<file path="src/rtl/nipc_pkg.sv">
package nipc_pkg;

  localparam int NUM_VEC = 14;
  localparam int NUM_PREG = 4;

  // Register byte offsets
  localparam logic [7:0] OFF_PRIO0 = 8'h00;
  localparam logic [7:0] OFF_PRIO1 = 8'h04;
  localparam logic [7:0] OFF_PRIO2 = 8'h08;
  localparam logic [7:0] OFF_PRIO3 = 8'h0C;
  localparam logic [7:0] OFF_CTRL = 8'h10;
  localparam logic [7:0] OFF_STATUS = 8'h14;

  localparam logic [7:0] PRIO_RESET = 8'hFF;
  localparam logic [3:0] PRIO3_RO_ONES = 4'hF;
  localparam logic [7:0] CC_RESET = 8'hEA;
  localparam int CC_HI_BIT = 5;
  localparam int CC_LO_BIT = 3;
  localparam logic CTRL_RESET = 1'b1;

  // Priority bit pairs
  localparam logic [1:0] PAIR_L0 = 2'b10;
  localparam logic [1:0] PAIR_L1 = 2'b01;
  localparam logic [1:0] PAIR_L2 = 2'b00;
  localparam logic [1:0] PAIR_L3 = 2'b11;

  localparam logic [1:0] LVL0 = 2'h0;
  localparam logic [1:0] LVL1 = 2'h1;
  localparam logic [1:0] LVL2 = 2'h2;
  localparam logic [1:0] LVL3 = 2'h3;

  localparam logic [15:0] VEC_RESET = 16'hFFFE;
  localparam logic [15:0] VEC_TRAP = 16'hFFFC;
  localparam logic [15:0] VEC_BASE = 16'hFFFA;
  localparam logic [3:0] VEC_TOP = 4'h0;
  localparam int VEC_CLK_TB = 1;
  localparam int VEC_CAN_TX = 7;

  // Halt wake capability per vector; bits 1 and 7 are qualified at run time
  localparam logic [13:0] HALT_WAKE_MASK = 14'h213D;

  typedef enum logic [6:0] {
    NIPC_IDLE = 7'b0000001,
    NIPC_PCL = 7'b0000010,
    NIPC_PCH = 7'b0000100,
    NIPC_X = 7'b0001000,
    NIPC_A = 7'b0010000,
    NIPC_CC = 7'b0100000,
    NIPC_VEC = 7'b1000000
  } nipc_state_t;

  typedef enum logic [2:0] {
    PUSH_NONE = 3'h0,
    PUSH_PCL = 3'h1,
    PUSH_PCH = 3'h2,
    PUSH_X = 3'h3,
    PUSH_A = 3'h4,
    PUSH_CC = 3'h5
  } nipc_push_t;

  typedef struct packed {
    logic instr_end;
    logic enable_irq_instr;
    logic disable_irq_instr;
    logic wait_for_irq_instr;
    logic halt_instr;
    logic pop_condition_code;
    logic irq_return_instr;
    logic trap_instr;
    logic [7:0] cc_data;
  } nipc_cpu_cmd_t;

  typedef struct packed {
    nipc_push_t push_sel;
    logic vec_load;
    logic [15:0] vec_addr;
    logic [13:0] svc_ack;
  } nipc_svc_t;

  function automatic logic [1:0] nipc_level(input logic [1:0] pair);
    logic [1:0] l;
    l = LVL0;
    case (pair)
      PAIR_L0: l = LVL0;
      PAIR_L1: l = LVL1;
      PAIR_L2: l = LVL2;
      default: l = LVL3;
    endcase
    return l;
  endfunction

endpackage

</file>
<file path="src/rtl/nipc_prio_cell.sv">
`timescale 1ns/1ps
module nipc_prio_cell
(
  // Vector side
  input wire logic [1:0] field,
  input wire logic req,
  // Current level
  input wire logic [1:0] cur_lvl,
  // Result
  output logic [1:0] lvl,
  output logic elig
);
  import nipc_pkg::*;

  assign lvl = nipc_level(field);
  assign elig = req && (lvl > cur_lvl);
endmodule

</file>
<file path="src/rtl/nipc_ctrl.sv">
`timescale 1ns/1ps
// Function
// - Any pending request wakes the core from wait mode.
// - After halt, first serviced vector must be halt-wake capable, normal arbitration.
// - Non-wake pending winner is serviced only after the first wake vector.
// - Concurrent mode lets only top-level preempt a routine; nested mode lets higher levels preempt.
// - Hardware order: main, then vector 13 up to 1, top-level highest.
// - No detection or signalling of stack overflow from deep nesting.
// - Current level sits in condition bits 5 and 3; reset value 111x 1010.
// - Pairs 10, 01, 00, 11 are levels 0 to 3; 3 masks all.
// - Top-level, trap and reset still accepted at level 3.
// - Entering a routine loads current level with the vector's stored pair.
// - Enable instruction loads 10, disable instruction loads 11.
// - Masked-jump taken when pair is 11, complementary jump otherwise.
// - Priority registers reset to ones; top four bits of last read one.
// - Each maskable vector owns one field, field 0 at FFFAh up to 13.
// - Top-level field is read/write but ignored by arbitration.
// - Writing the level 0 pair to a field leaves that field unchanged.
// - Reset, trap and top-level servicing set both level bits.
// - Raising a running vector's field while pending re-enters it.
// - Halt, pop, enable, disable, wait instructions alter level until next such.
// - Vector addresses reset FFFEh, trap FFFCh, then FFFAh downward by two.
// - Fixed halt-wake capability per vector; clock time base only in active halt.
// - CAN transmit vector wakes halt only on bus wake status change.
// - Maskable request served only if its level exceeds current; else pending.
// - Highest software level first, ties broken by hardware order.
// - Push PC, X, A and CC before loading the vector.
module nipc_ctrl
(
  // Clock and reset
  input wire logic pclk,
  input wire logic presetn,
  // APB slave
  input wire logic psel,
  input wire logic penable,
  input wire logic pwrite,
  input wire logic [31:0] paddr,
  input wire logic [31:0] pwdata,
  input wire logic [3:0] pstrb,
  output logic [31:0] prdata,
  output logic pready,
  output logic pslverr,
  // Interrupt sources, already enabled at the peripheral
  input wire logic [13:0] irq_src,
  input wire logic active_halt,
  input wire logic can_wake_sc,
  // CPU sequencer
  input wire nipc_pkg::nipc_cpu_cmd_t cpu_cmd,
  output nipc_pkg::nipc_svc_t svc,
  output logic irq_pending,
  output logic [7:0] cc,
  output logic jump_if_masked,
  output logic jump_if_not_masked,
  output logic in_halt,
  output logic in_wait
);
  import nipc_pkg::*;

  ////////////////////////////////////////////////////////////////////////////
  logic [7:0] vector_priority_regs [NUM_PREG];
  logic nested_mode;
  logic [7:0] depth;
  logic halt_first;
  nipc_state_t state;
  logic [3:0] svc_vec;
  logic svc_top;
  // Trap kept apart: its vector index is whatever arbitration showed
  logic svc_trap;
  logic [1:0] cur_pair;
  logic [1:0] cur_lvl;
  logic [1:0] lvl [NUM_VEC];
  logic [13:0] elig;
  logic [13:0] wake_cap;
  logic [13:0] allow;
  logic sel_ok;
  logic [3:0] sel_idx;
  logic [1:0] best_lvl;
  logic start;
  logic [1:0] svc_field;
  logic wr_en;
  logic rd_setup;
  logic addr_ok;
  logic [7:0] off;

  assign cur_pair = {cc[CC_HI_BIT], cc[CC_LO_BIT]};
  assign cur_lvl = nipc_level(cur_pair);
  assign jump_if_masked = (cur_pair == PAIR_L3);
  assign jump_if_not_masked = (cur_pair != PAIR_L3);

  ////////////////////////////////////////////////////////////////////////////
  // APB decode; zero wait states, read data caught in setup
  assign off = paddr[7:0];
  assign addr_ok = (paddr[31:8] == 24'h000000) && (off[1:0] == 2'b00)
    && (off <= OFF_STATUS);
  assign wr_en = psel && penable && pwrite && addr_ok;
  assign rd_setup = psel && !penable && !pwrite;
  assign pready = 1'b1;
  assign pslverr = psel && penable && !addr_ok;

  always_ff @(posedge pclk or negedge presetn)
  begin
    if (!presetn)
      prdata <= 32'h00000000;
    else if (rd_setup)
    begin
      prdata <= 32'h00000000;
      unique case (off)
        OFF_PRIO0: prdata[7:0] <= vector_priority_regs[0];
        OFF_PRIO1: prdata[7:0] <= vector_priority_regs[1];
        OFF_PRIO2: prdata[7:0] <= vector_priority_regs[2];
        OFF_PRIO3: prdata[7:0] <= vector_priority_regs[3];
        OFF_CTRL: prdata[0] <= nested_mode;
        OFF_STATUS: prdata <= {8'h00, depth, 3'h0, halt_first, svc_vec, cc};
        default: prdata <= 32'h00000000;
      endcase
    end
  end

  // Field writes of the level 0 pair are dropped one field at a time
  always_ff @(posedge pclk or negedge presetn)
  begin
    if (!presetn)
    begin
      for (int r = 0; r < NUM_PREG; r++)
        vector_priority_regs[r] <= PRIO_RESET;
    end
    else if (wr_en && pstrb[0] && (off < OFF_CTRL))
    begin
      for (int f = 0; f < 4; f++)
      begin
        if (pwdata[2*f +: 2] != PAIR_L0)
          vector_priority_regs[off[3:2]][2*f +: 2] <= pwdata[2*f +: 2];
      end
      if (off == OFF_PRIO3)
        vector_priority_regs[3][7:4] <= PRIO3_RO_ONES;
    end
  end

  always_ff @(posedge pclk or negedge presetn)
  begin
    if (!presetn)
      nested_mode <= CTRL_RESET;
    else if (wr_en && pstrb[0] && (off == OFF_CTRL))
      nested_mode <= pwdata[0];
  end

  ////////////////////////////////////////////////////////////////////////////
  // Per-vector level compare
  for (genvar v = 0; v < NUM_VEC; v++)
  begin : g_cell
    nipc_prio_cell u_cell
    (
      .field(vector_priority_regs[v / 4][2*(v % 4) +: 2]),
      .req(irq_src[v]),
      .cur_lvl(cur_lvl),
      .lvl(lvl[v]),
      .elig(elig[v])
    );
  end

  // Clock time base and CAN status change wake only when qualified
  always_comb
  begin
    wake_cap = HALT_WAKE_MASK;
    wake_cap[VEC_CLK_TB] = active_halt;
    wake_cap[VEC_CAN_TX] = can_wake_sc;
  end

  always_comb
  begin
    allow = 14'h3FFF;
    if (in_halt || halt_first)
      allow = wake_cap;
    if (!nested_mode && (depth != 8'h00))
      allow[13:1] = 13'h0000;
  end

  // Higher level wins; scanning downward from 13 to 1 lets lower numbers win ties
  always_comb
  begin
    sel_ok = 1'b0;
    sel_idx = 4'h0;
    best_lvl = LVL0;
    for (int i = NUM_VEC - 1; i >= 1; i--)
    begin
      if (elig[i] && allow[i] && (!sel_ok || (lvl[i] >= best_lvl)))
      begin
        sel_ok = 1'b1;
        sel_idx = 4'(i);
        best_lvl = lvl[i];
      end
    end
    // Top-level ignores its field and the current level
    if (irq_src[0] && allow[0])
    begin
      sel_ok = 1'b1;
      sel_idx = VEC_TOP;
    end
  end

  assign irq_pending = sel_ok && (state == NIPC_IDLE);
  assign start = (state == NIPC_IDLE)
    && (cpu_cmd.trap_instr || (cpu_cmd.instr_end && sel_ok));

  ////////////////////////////////////////////////////////////////////////////
  // Entry sequence
  always_ff @(posedge pclk or negedge presetn)
  begin
    if (!presetn)
      state <= NIPC_IDLE;
    else
    begin
      unique case (state)
        NIPC_IDLE: if (start) state <= NIPC_PCL;
        NIPC_PCL: state <= NIPC_PCH;
        NIPC_PCH: state <= NIPC_X;
        NIPC_X: state <= NIPC_A;
        NIPC_A: state <= NIPC_CC;
        NIPC_CC: state <= NIPC_VEC;
        NIPC_VEC: state <= NIPC_IDLE;
      endcase
    end
  end

  always_ff @(posedge pclk or negedge presetn)
  begin
    if (!presetn)
    begin
      svc_vec <= 4'h0;
      svc_top <= 1'b0;
      svc_trap <= 1'b0;
    end
    else if (start)
    begin
      svc_vec <= sel_idx;
      svc_top <= cpu_cmd.trap_instr || (sel_idx == VEC_TOP);
      svc_trap <= cpu_cmd.trap_instr;
    end
  end

  // Field read at entry so a raised field is what gets loaded
  assign svc_field = vector_priority_regs[svc_vec[3:2]][2*svc_vec[1:0] +: 2];

  always_ff @(posedge pclk or negedge presetn)
  begin
    if (!presetn)
      svc <= '0;
    else
    begin
      svc.vec_load <= (state == NIPC_CC);
      svc.svc_ack <= 14'h0000;
      unique case (state)
        NIPC_IDLE: svc.push_sel <= start ? PUSH_PCL : PUSH_NONE;
        NIPC_PCL: svc.push_sel <= PUSH_PCH;
        NIPC_PCH: svc.push_sel <= PUSH_X;
        NIPC_X: svc.push_sel <= PUSH_A;
        NIPC_A: svc.push_sel <= PUSH_CC;
        NIPC_CC: svc.push_sel <= PUSH_NONE;
        NIPC_VEC: svc.push_sel <= PUSH_NONE;
      endcase
      if (state == NIPC_CC)
      begin
        if (svc_trap)
          svc.vec_addr <= VEC_TRAP;
        else
          svc.vec_addr <= VEC_BASE - {11'h000, svc_vec, 1'b0};
        if (!svc_trap)
          svc.svc_ack[svc_vec] <= 1'b1;
      end
    end
  end

  ////////////////////////////////////////////////////////////////////////////
  // Condition code; entry load wins over instructions
  always_ff @(posedge pclk or negedge presetn)
  begin
    if (!presetn)
      cc <= CC_RESET;
    else if (state == NIPC_VEC)
    begin
      if (svc_top)
        {cc[CC_HI_BIT], cc[CC_LO_BIT]} <= PAIR_L3;
      else
        {cc[CC_HI_BIT], cc[CC_LO_BIT]} <= svc_field;
    end
    else if (cpu_cmd.irq_return_instr || cpu_cmd.pop_condition_code)
      cc <= cpu_cmd.cc_data;
    else if (cpu_cmd.disable_irq_instr)
      {cc[CC_HI_BIT], cc[CC_LO_BIT]} <= PAIR_L3;
    else if (cpu_cmd.enable_irq_instr || cpu_cmd.halt_instr
      || cpu_cmd.wait_for_irq_instr)
      {cc[CC_HI_BIT], cc[CC_LO_BIT]} <= PAIR_L0;
  end

  // Nesting depth saturates silently; stack overflow goes unnoticed
  always_ff @(posedge pclk or negedge presetn)
  begin
    if (!presetn)
      depth <= 8'h00;
    else if ((state == NIPC_VEC) && (depth != 8'hFF))
      depth <= depth + 8'h01;
    else if (cpu_cmd.irq_return_instr && (depth != 8'h00))
      depth <= depth - 8'h01;
  end

  ////////////////////////////////////////////////////////////////////////////
  // Low power tracking
  always_ff @(posedge pclk or negedge presetn)
  begin
    if (!presetn)
      in_wait <= 1'b0;
    else if (|irq_src)
      in_wait <= 1'b0;
    else if (cpu_cmd.wait_for_irq_instr)
      in_wait <= 1'b1;
  end

  always_ff @(posedge pclk or negedge presetn)
  begin
    if (!presetn)
    begin
      in_halt <= 1'b0;
      halt_first <= 1'b0;
    end
    else if (in_halt && |(irq_src & wake_cap))
    begin
      in_halt <= 1'b0;
      halt_first <= 1'b1;
    end
    else if (cpu_cmd.halt_instr)
      in_halt <= 1'b1;
    else if (state == NIPC_VEC)
      halt_first <= 1'b0;
  end

  ////////////////////////////////////////////////////////////////////////////
  AST_WAIT_WAKE: assert property (@(posedge pclk) disable iff (!presetn)
    (in_wait && |irq_src) |=> !in_wait)
    else $error("wait not left on request");

  AST_HALT_FIRST: assert property (@(posedge pclk) disable iff (!presetn)
    (start && halt_first && !cpu_cmd.trap_instr) |-> wake_cap[sel_idx])
    else $error("first vector after halt not wake capable");

  AST_CONCURRENT: assert property (@(posedge pclk) disable iff (!presetn)
    (start && !nested_mode && (depth != 8'h00) && !cpu_cmd.trap_instr)
    |-> (sel_idx == VEC_TOP))
    else $error("routine preempted in concurrent mode");

  AST_MASKED: assert property (@(posedge pclk) disable iff (!presetn)
    (start && !cpu_cmd.trap_instr && (sel_idx != VEC_TOP))
    |-> (lvl[sel_idx] > cur_lvl))
    else $error("vector taken at or below current level");

  AST_ENTRY_LEVEL: assert property (@(posedge pclk) disable iff (!presetn)
    ((state == NIPC_VEC) && !svc_top)
    |=> ({cc[CC_HI_BIT], cc[CC_LO_BIT]} == $past(svc_field)))
    else $error("entry level not loaded from field");

  AST_TOP_LEVEL: assert property (@(posedge pclk) disable iff (!presetn)
    ((state == NIPC_VEC) && svc_top) |=> jump_if_masked)
    else $error("trap or top-level entry left level below 3");

  AST_ENABLE: assert property (@(posedge pclk) disable iff (!presetn)
    (cpu_cmd.enable_irq_instr && (state != NIPC_VEC)
    && !cpu_cmd.disable_irq_instr && !cpu_cmd.irq_return_instr
    && !cpu_cmd.pop_condition_code) |=> (cur_lvl == LVL0))
    else $error("enable did not set level 0");

  AST_DISABLE: assert property (@(posedge pclk) disable iff (!presetn)
    (cpu_cmd.disable_irq_instr && (state != NIPC_VEC)
    && !cpu_cmd.irq_return_instr && !cpu_cmd.pop_condition_code)
    |=> (cur_lvl == LVL3) && jump_if_masked && !jump_if_not_masked)
    else $error("disable did not set level 3");

  AST_ZERO_PAIR: assert property (@(posedge pclk) disable iff (!presetn)
    (wr_en && pstrb[0] && (off == OFF_PRIO0) && (pwdata[5:4] == PAIR_L0))
    |=> (vector_priority_regs[0][5:4]
    == $past(vector_priority_regs[0][5:4])))
    else $error("level 0 pair was written");

  AST_RO_TOP: assert property (@(posedge pclk) disable iff (!presetn)
    vector_priority_regs[3][7:4] == PRIO3_RO_ONES)
    else $error("read-only bits changed");

  AST_SEQUENCE: assert property (@(posedge pclk) disable iff (!presetn)
    start |=> (state == NIPC_PCL) ##1 (state == NIPC_PCH)
    ##1 (state == NIPC_X) ##1 (state == NIPC_A) ##1 (state == NIPC_CC)
    ##1 ((state == NIPC_VEC) && svc.vec_load))
    else $error("entry sequence out of order");

endmodule

</file>
<file path="config.mk">
export PLATFORM = sky130hd
export DESIGN_NAME = nipc_ctrl
export DESIGN_NICKNAME = d
export VERILOG_FILES = /design/src/rtl/nipc_pkg.sv /design/src/rtl/nipc_prio_cell.sv /design/src/rtl/nipc_ctrl.sv
export SDC_FILE = /design/constraint.sdc
export NUM_CORES = 1
export LEC_CHECK = 0
export BUFFER_PORTS_ARGS = -buffer_cell sky130_fd_sc_hd__buf_2
export CAP_MARGIN = 25
export CORE_UTILIZATION = 55
export CTS_CLUSTER_SIZE = 25
export DETAILED_ROUTE_END_ITERATION = 10
export PLACE_DENSITY = 0.78
export RECOVER_POWER = 50
export SLEW_MARGIN = 20
export SYNTH_ARGS = -nofsm -noshare
export SYNTH_HDL_FRONTEND = slang
export SYNTH_SLANG_ARGS = --single-unit
</file>
<file path="constraint.sdc">
create_clock -name pclk -period 19.2 [get_ports pclk]
set_input_delay 0.96 -clock pclk [delete_from_list [all_inputs] [get_ports pclk]]
set_output_delay 0.96 -clock pclk [all_outputs]
set_load 0.1 [all_outputs]
</file>
==> impl_metrics.csv <==
group,metric,value,unit
status,status,"complete, but fails checks",
status,violations,"capacitance limit, slew limit",
synth,synth_warnings,0,
drt,wl,20200,um
power_and_ir_drop,power_density,83.8,nW/um^2
critical_path,worstReg2RegEnd,"svc_vec[1]",
cts,htree_num_levels,3,
synth,synth_cell_types,100,
cts,cts_buffers,9,
critical_path,start_kind,"flop",
synth,syn-instance-count,855,
floorplanning,die_height,123,um
critical_path,cp-startpoint,"cc[5]",
sta,grt_setup_unrepaired,"no",
floorplanning,core-area,14000,sq um
placement,dpl_cell_area,8790,sq um
global_route,grt_use_total,0.277,
power_and_ir_drop,switching_share,0.447,
sta,finalSetupViolations,0,
power_and_ir_drop,p_clk_frac,0.237,
synth,synthAdderAreaFrac,0.130,
power_and_ir_drop,p_int,0.420,mW
synth,ys_async_sr_fraction,1.00,
global_route,grt_max_degree,68,
synth,ys_ff_latch,110,
synth,synth_compound_area_frac,0.166,
critical_path,r2r-start,"cc[5]",
sta,timing.final.crit_share,0.926,
final_layout,final_cell_mix,"buf_2, nand2_1, nor2_1, ha_1, dfrtp_1",
critical_path,end_kind,"flop",
drt,route.vias.total,6923,
synth,syn_area_per_cell,9.39,sq um
final_layout,fin_area,9060,sq um
critical_path,critPathCapture,"svc_vec[1]",
synth,synth-main-ff-cell,"dfrtp_1",
drt,drc,0,
power_and_ir_drop,p_leak,4.39,nW
synth,ys_seq_area_frac,0.349,
critical_path,ff2ff_setup_slack,1.43,ns
sta,fin_worst_skew,0.00569,ns
final_layout,n_fill_cell,1211,
critical_path,crit_top_cell,"ha_1",
drt,drt_iter0_drc,476,
drt,firstDrtPassIters,6,
power_and_ir_drop,switching_power,0.339,mW
critical_path,worstSetupPathType,"flop to flop",
sta,finalMaxSlewViolations,113,
synth,synthXorXnorAreaFrac,0.00873,
synth,synthSimpleGateAreaFrac,0.226,
power_and_ir_drop,max-vdd-ir-drop,86.4,uV
synth,synth_edf_count,0,
final_layout,design.final.nets,1170,
placement,preCtsSetupSlack,1.48,ns
drt,wire_per_inst,17.3,um
sta,fmax,0.0563,GHz
critical_path,crit_path_max_fanout,13,
placement,gp_congestion,0.912,
synth,synth_top_family_by_area,"simple AND/OR/NAND/NOR gates",
final_layout,antennaDiodeCount,0,
cts,clkTransAtPathRegs,0.07,ns
placement,io_buffers,145,
cts,clockBufferDepth,2,
global_route,grt_pass1_wl,32000,um
floorplanning,pin_count,186,
sta,worst_pin_slew,3.59,ns
cts,cts.sinks,110,
final_layout,final_core_util,0.645,
power_and_ir_drop,p_comb_frac,0.389,
final_layout,drive_gt1_frac,0.264,
final_layout,area_growth,12.9,%
sta,tns,0,ns
drt,antenna_left,0,
global_route,first_global_vias,6368,
synth,syn_area,8030,sq um
floorplanning,start_util,0.572,
sta,min_period,17.77,ns
final_layout,layout.cells.most_common,"buf_2",
global_route,grt_remaining_overflow,0,
critical_path,required,19.45,ns
sta,hold_viol_final,0,
floorplanning,die_x,123,um
placement,dp_hpwl,15700,um
critical_path,slowest_stage,"dfstp_2",
sta,maxSlewHeadroom,-1.39,
job,cap_violations,2,
drt,drt-vias-per-instance,5.92,
floorplanning,fp-row-count,43,
critical_path,arrival,18.03,ns
critical_path,max_stage_delay,0.59,ns
cts,clkLatencyLatePin,0.35,ns
cts,cts-root-buf,"clkbuf_16",
floorplanning,dieArea,15100,sq um
global_route,grt_antenna_before_repair,0,
cts,post_cts_buffers,0,
min_path,min_path_type,"flop to flop",
cts,tritoncts,"yes",
sta,setup_ws,1.43,ns
critical_path,reg2reg_depth,87,
power_and_ir_drop,seqPwrFrac,0.374,
synth,muxShareOfSynthArea,0.0649,
-- per-layer routing --
metal,track usage,up-vias,wire (um)
met2,0.461,277,9750
met1,0.366,3319,8550
li1,-,3300,-
met5,0,-,0
met3,0.0516,27,1550
met4,0.0777,0,379
-- through the flow --
step | power [mW] | cells | hold WS (ns)
3_3_place_gp | 0.577 | 1150 | 0.447
2_1_floorplan | 0.537 | 866 | 0.462
5_1_grt | 0.797 | 1169 | 0.487
3_5_place_dp | 0.583 | 1153 | 0.452
4_1_cts | 0.763 | 1169 | 0.468
6_report | 0.759 | 1169 | 0.460
-- critical path: cells and delay by family (launching register included) --
family,cells,cell delay (ns)
mux,2,0.31
fa+ha+maj,16,4.35
simple gates,29,4.83
compound gates,36,7.17
buf+inv,4,0.37
flops,1,0.59
-- Yosys cell counts (11+ instances only) --
master / count / area [sq um]
nor4_1: 11 / 68.8
clkbuf_1: 15 / 56.3
nand2b_1: 17 / 106
a21oi_1: 45 / 225
buf_4: 22 / 165
ha_1: 80 / 1000
dfrtp_1: 71 / 1780
nand3_1: 26 / 130
o21ai_0: 38 / 190
dfstp_2: 39 / 1020
nor2_1: 97 / 364
mux4_2: 15 / 338
inv_1: 40 / 150
nor3_1: 17 / 85.1
nor2b_1: 17 / 106
nand2_1: 107 / 402
-- area by class of cell --
cell class | instances | area, sq um | area share
well taps | 180 | 225 | 0.0249
multi-input cells | 672 | 4850 | 0.535
flip-flops and latches | 110 | 2800 | 0.309
clock inverters | 5 | 41.3 | 0.00456
inverters | 40 | 150 | 0.0166
clock buffers | 11 | 243 | 0.0268
repair buffers | 151 | 749 | 0.0827
-- cells by family after synthesis --
family / after synthesis
AND/OR/NAND/NOR: 354
AO/OA/AOI/OAI: 182
flip-flops: 110
buffers and inverters: 84
adder cells (fa/ha/maj): 83
multiplexers: 32
XOR/XNOR: 8
other: 2
-- how the worst min path moves through the flow --
stage	slack [ns]	end	from	depth (start not counted)
floorplan	0.46	vector_priority_regs[24]	vector_priority_regs[24]	2
detailed placement	0.45	prdata[18]	prdata[18]	2
global route	0.49	prdata[23]	prdata[23]	2
global placement	0.45	prdata[20]	prdata[20]	2
CTS	0.47	prdata[18]	prdata[18]	2
finish	0.46	prdata[18]	prdata[18]	2
-- sequential cells by signal, indices dropped and copies added, names as in the netlist --
| name | cells |
|---|---|
| vector_priority_regs | 32 |
| state | 7 |
| halt_first | 1 |
| in_wait | 1 |
| prdata | 21 |
| svc_vec | 4 |
| nested_mode | 1 |
| depth | 8 |
| svc | 24 |
| svc_top | 1 |
| in_halt | 1 |
| svc_trap | 1 |
| cc | 8 |
-- power groups by stage --
stage	Clock (mW)	Combinational, mW	Sequential, mW
finish	0.180	0.295	0.284
global route	0.192	0.316	0.288
CTS	0.183	0.296	0.284
detailed placement	0	0.295	0.288
global placement	0	0.290	0.287
floorplan	0	0.179	0.358
-- timing repair --
action,CTS,global route
hold buffers,0,0
gates resized for setup,0,2
endpoints found under the setup margin,0,3
(Power assumes the default switching activity.)
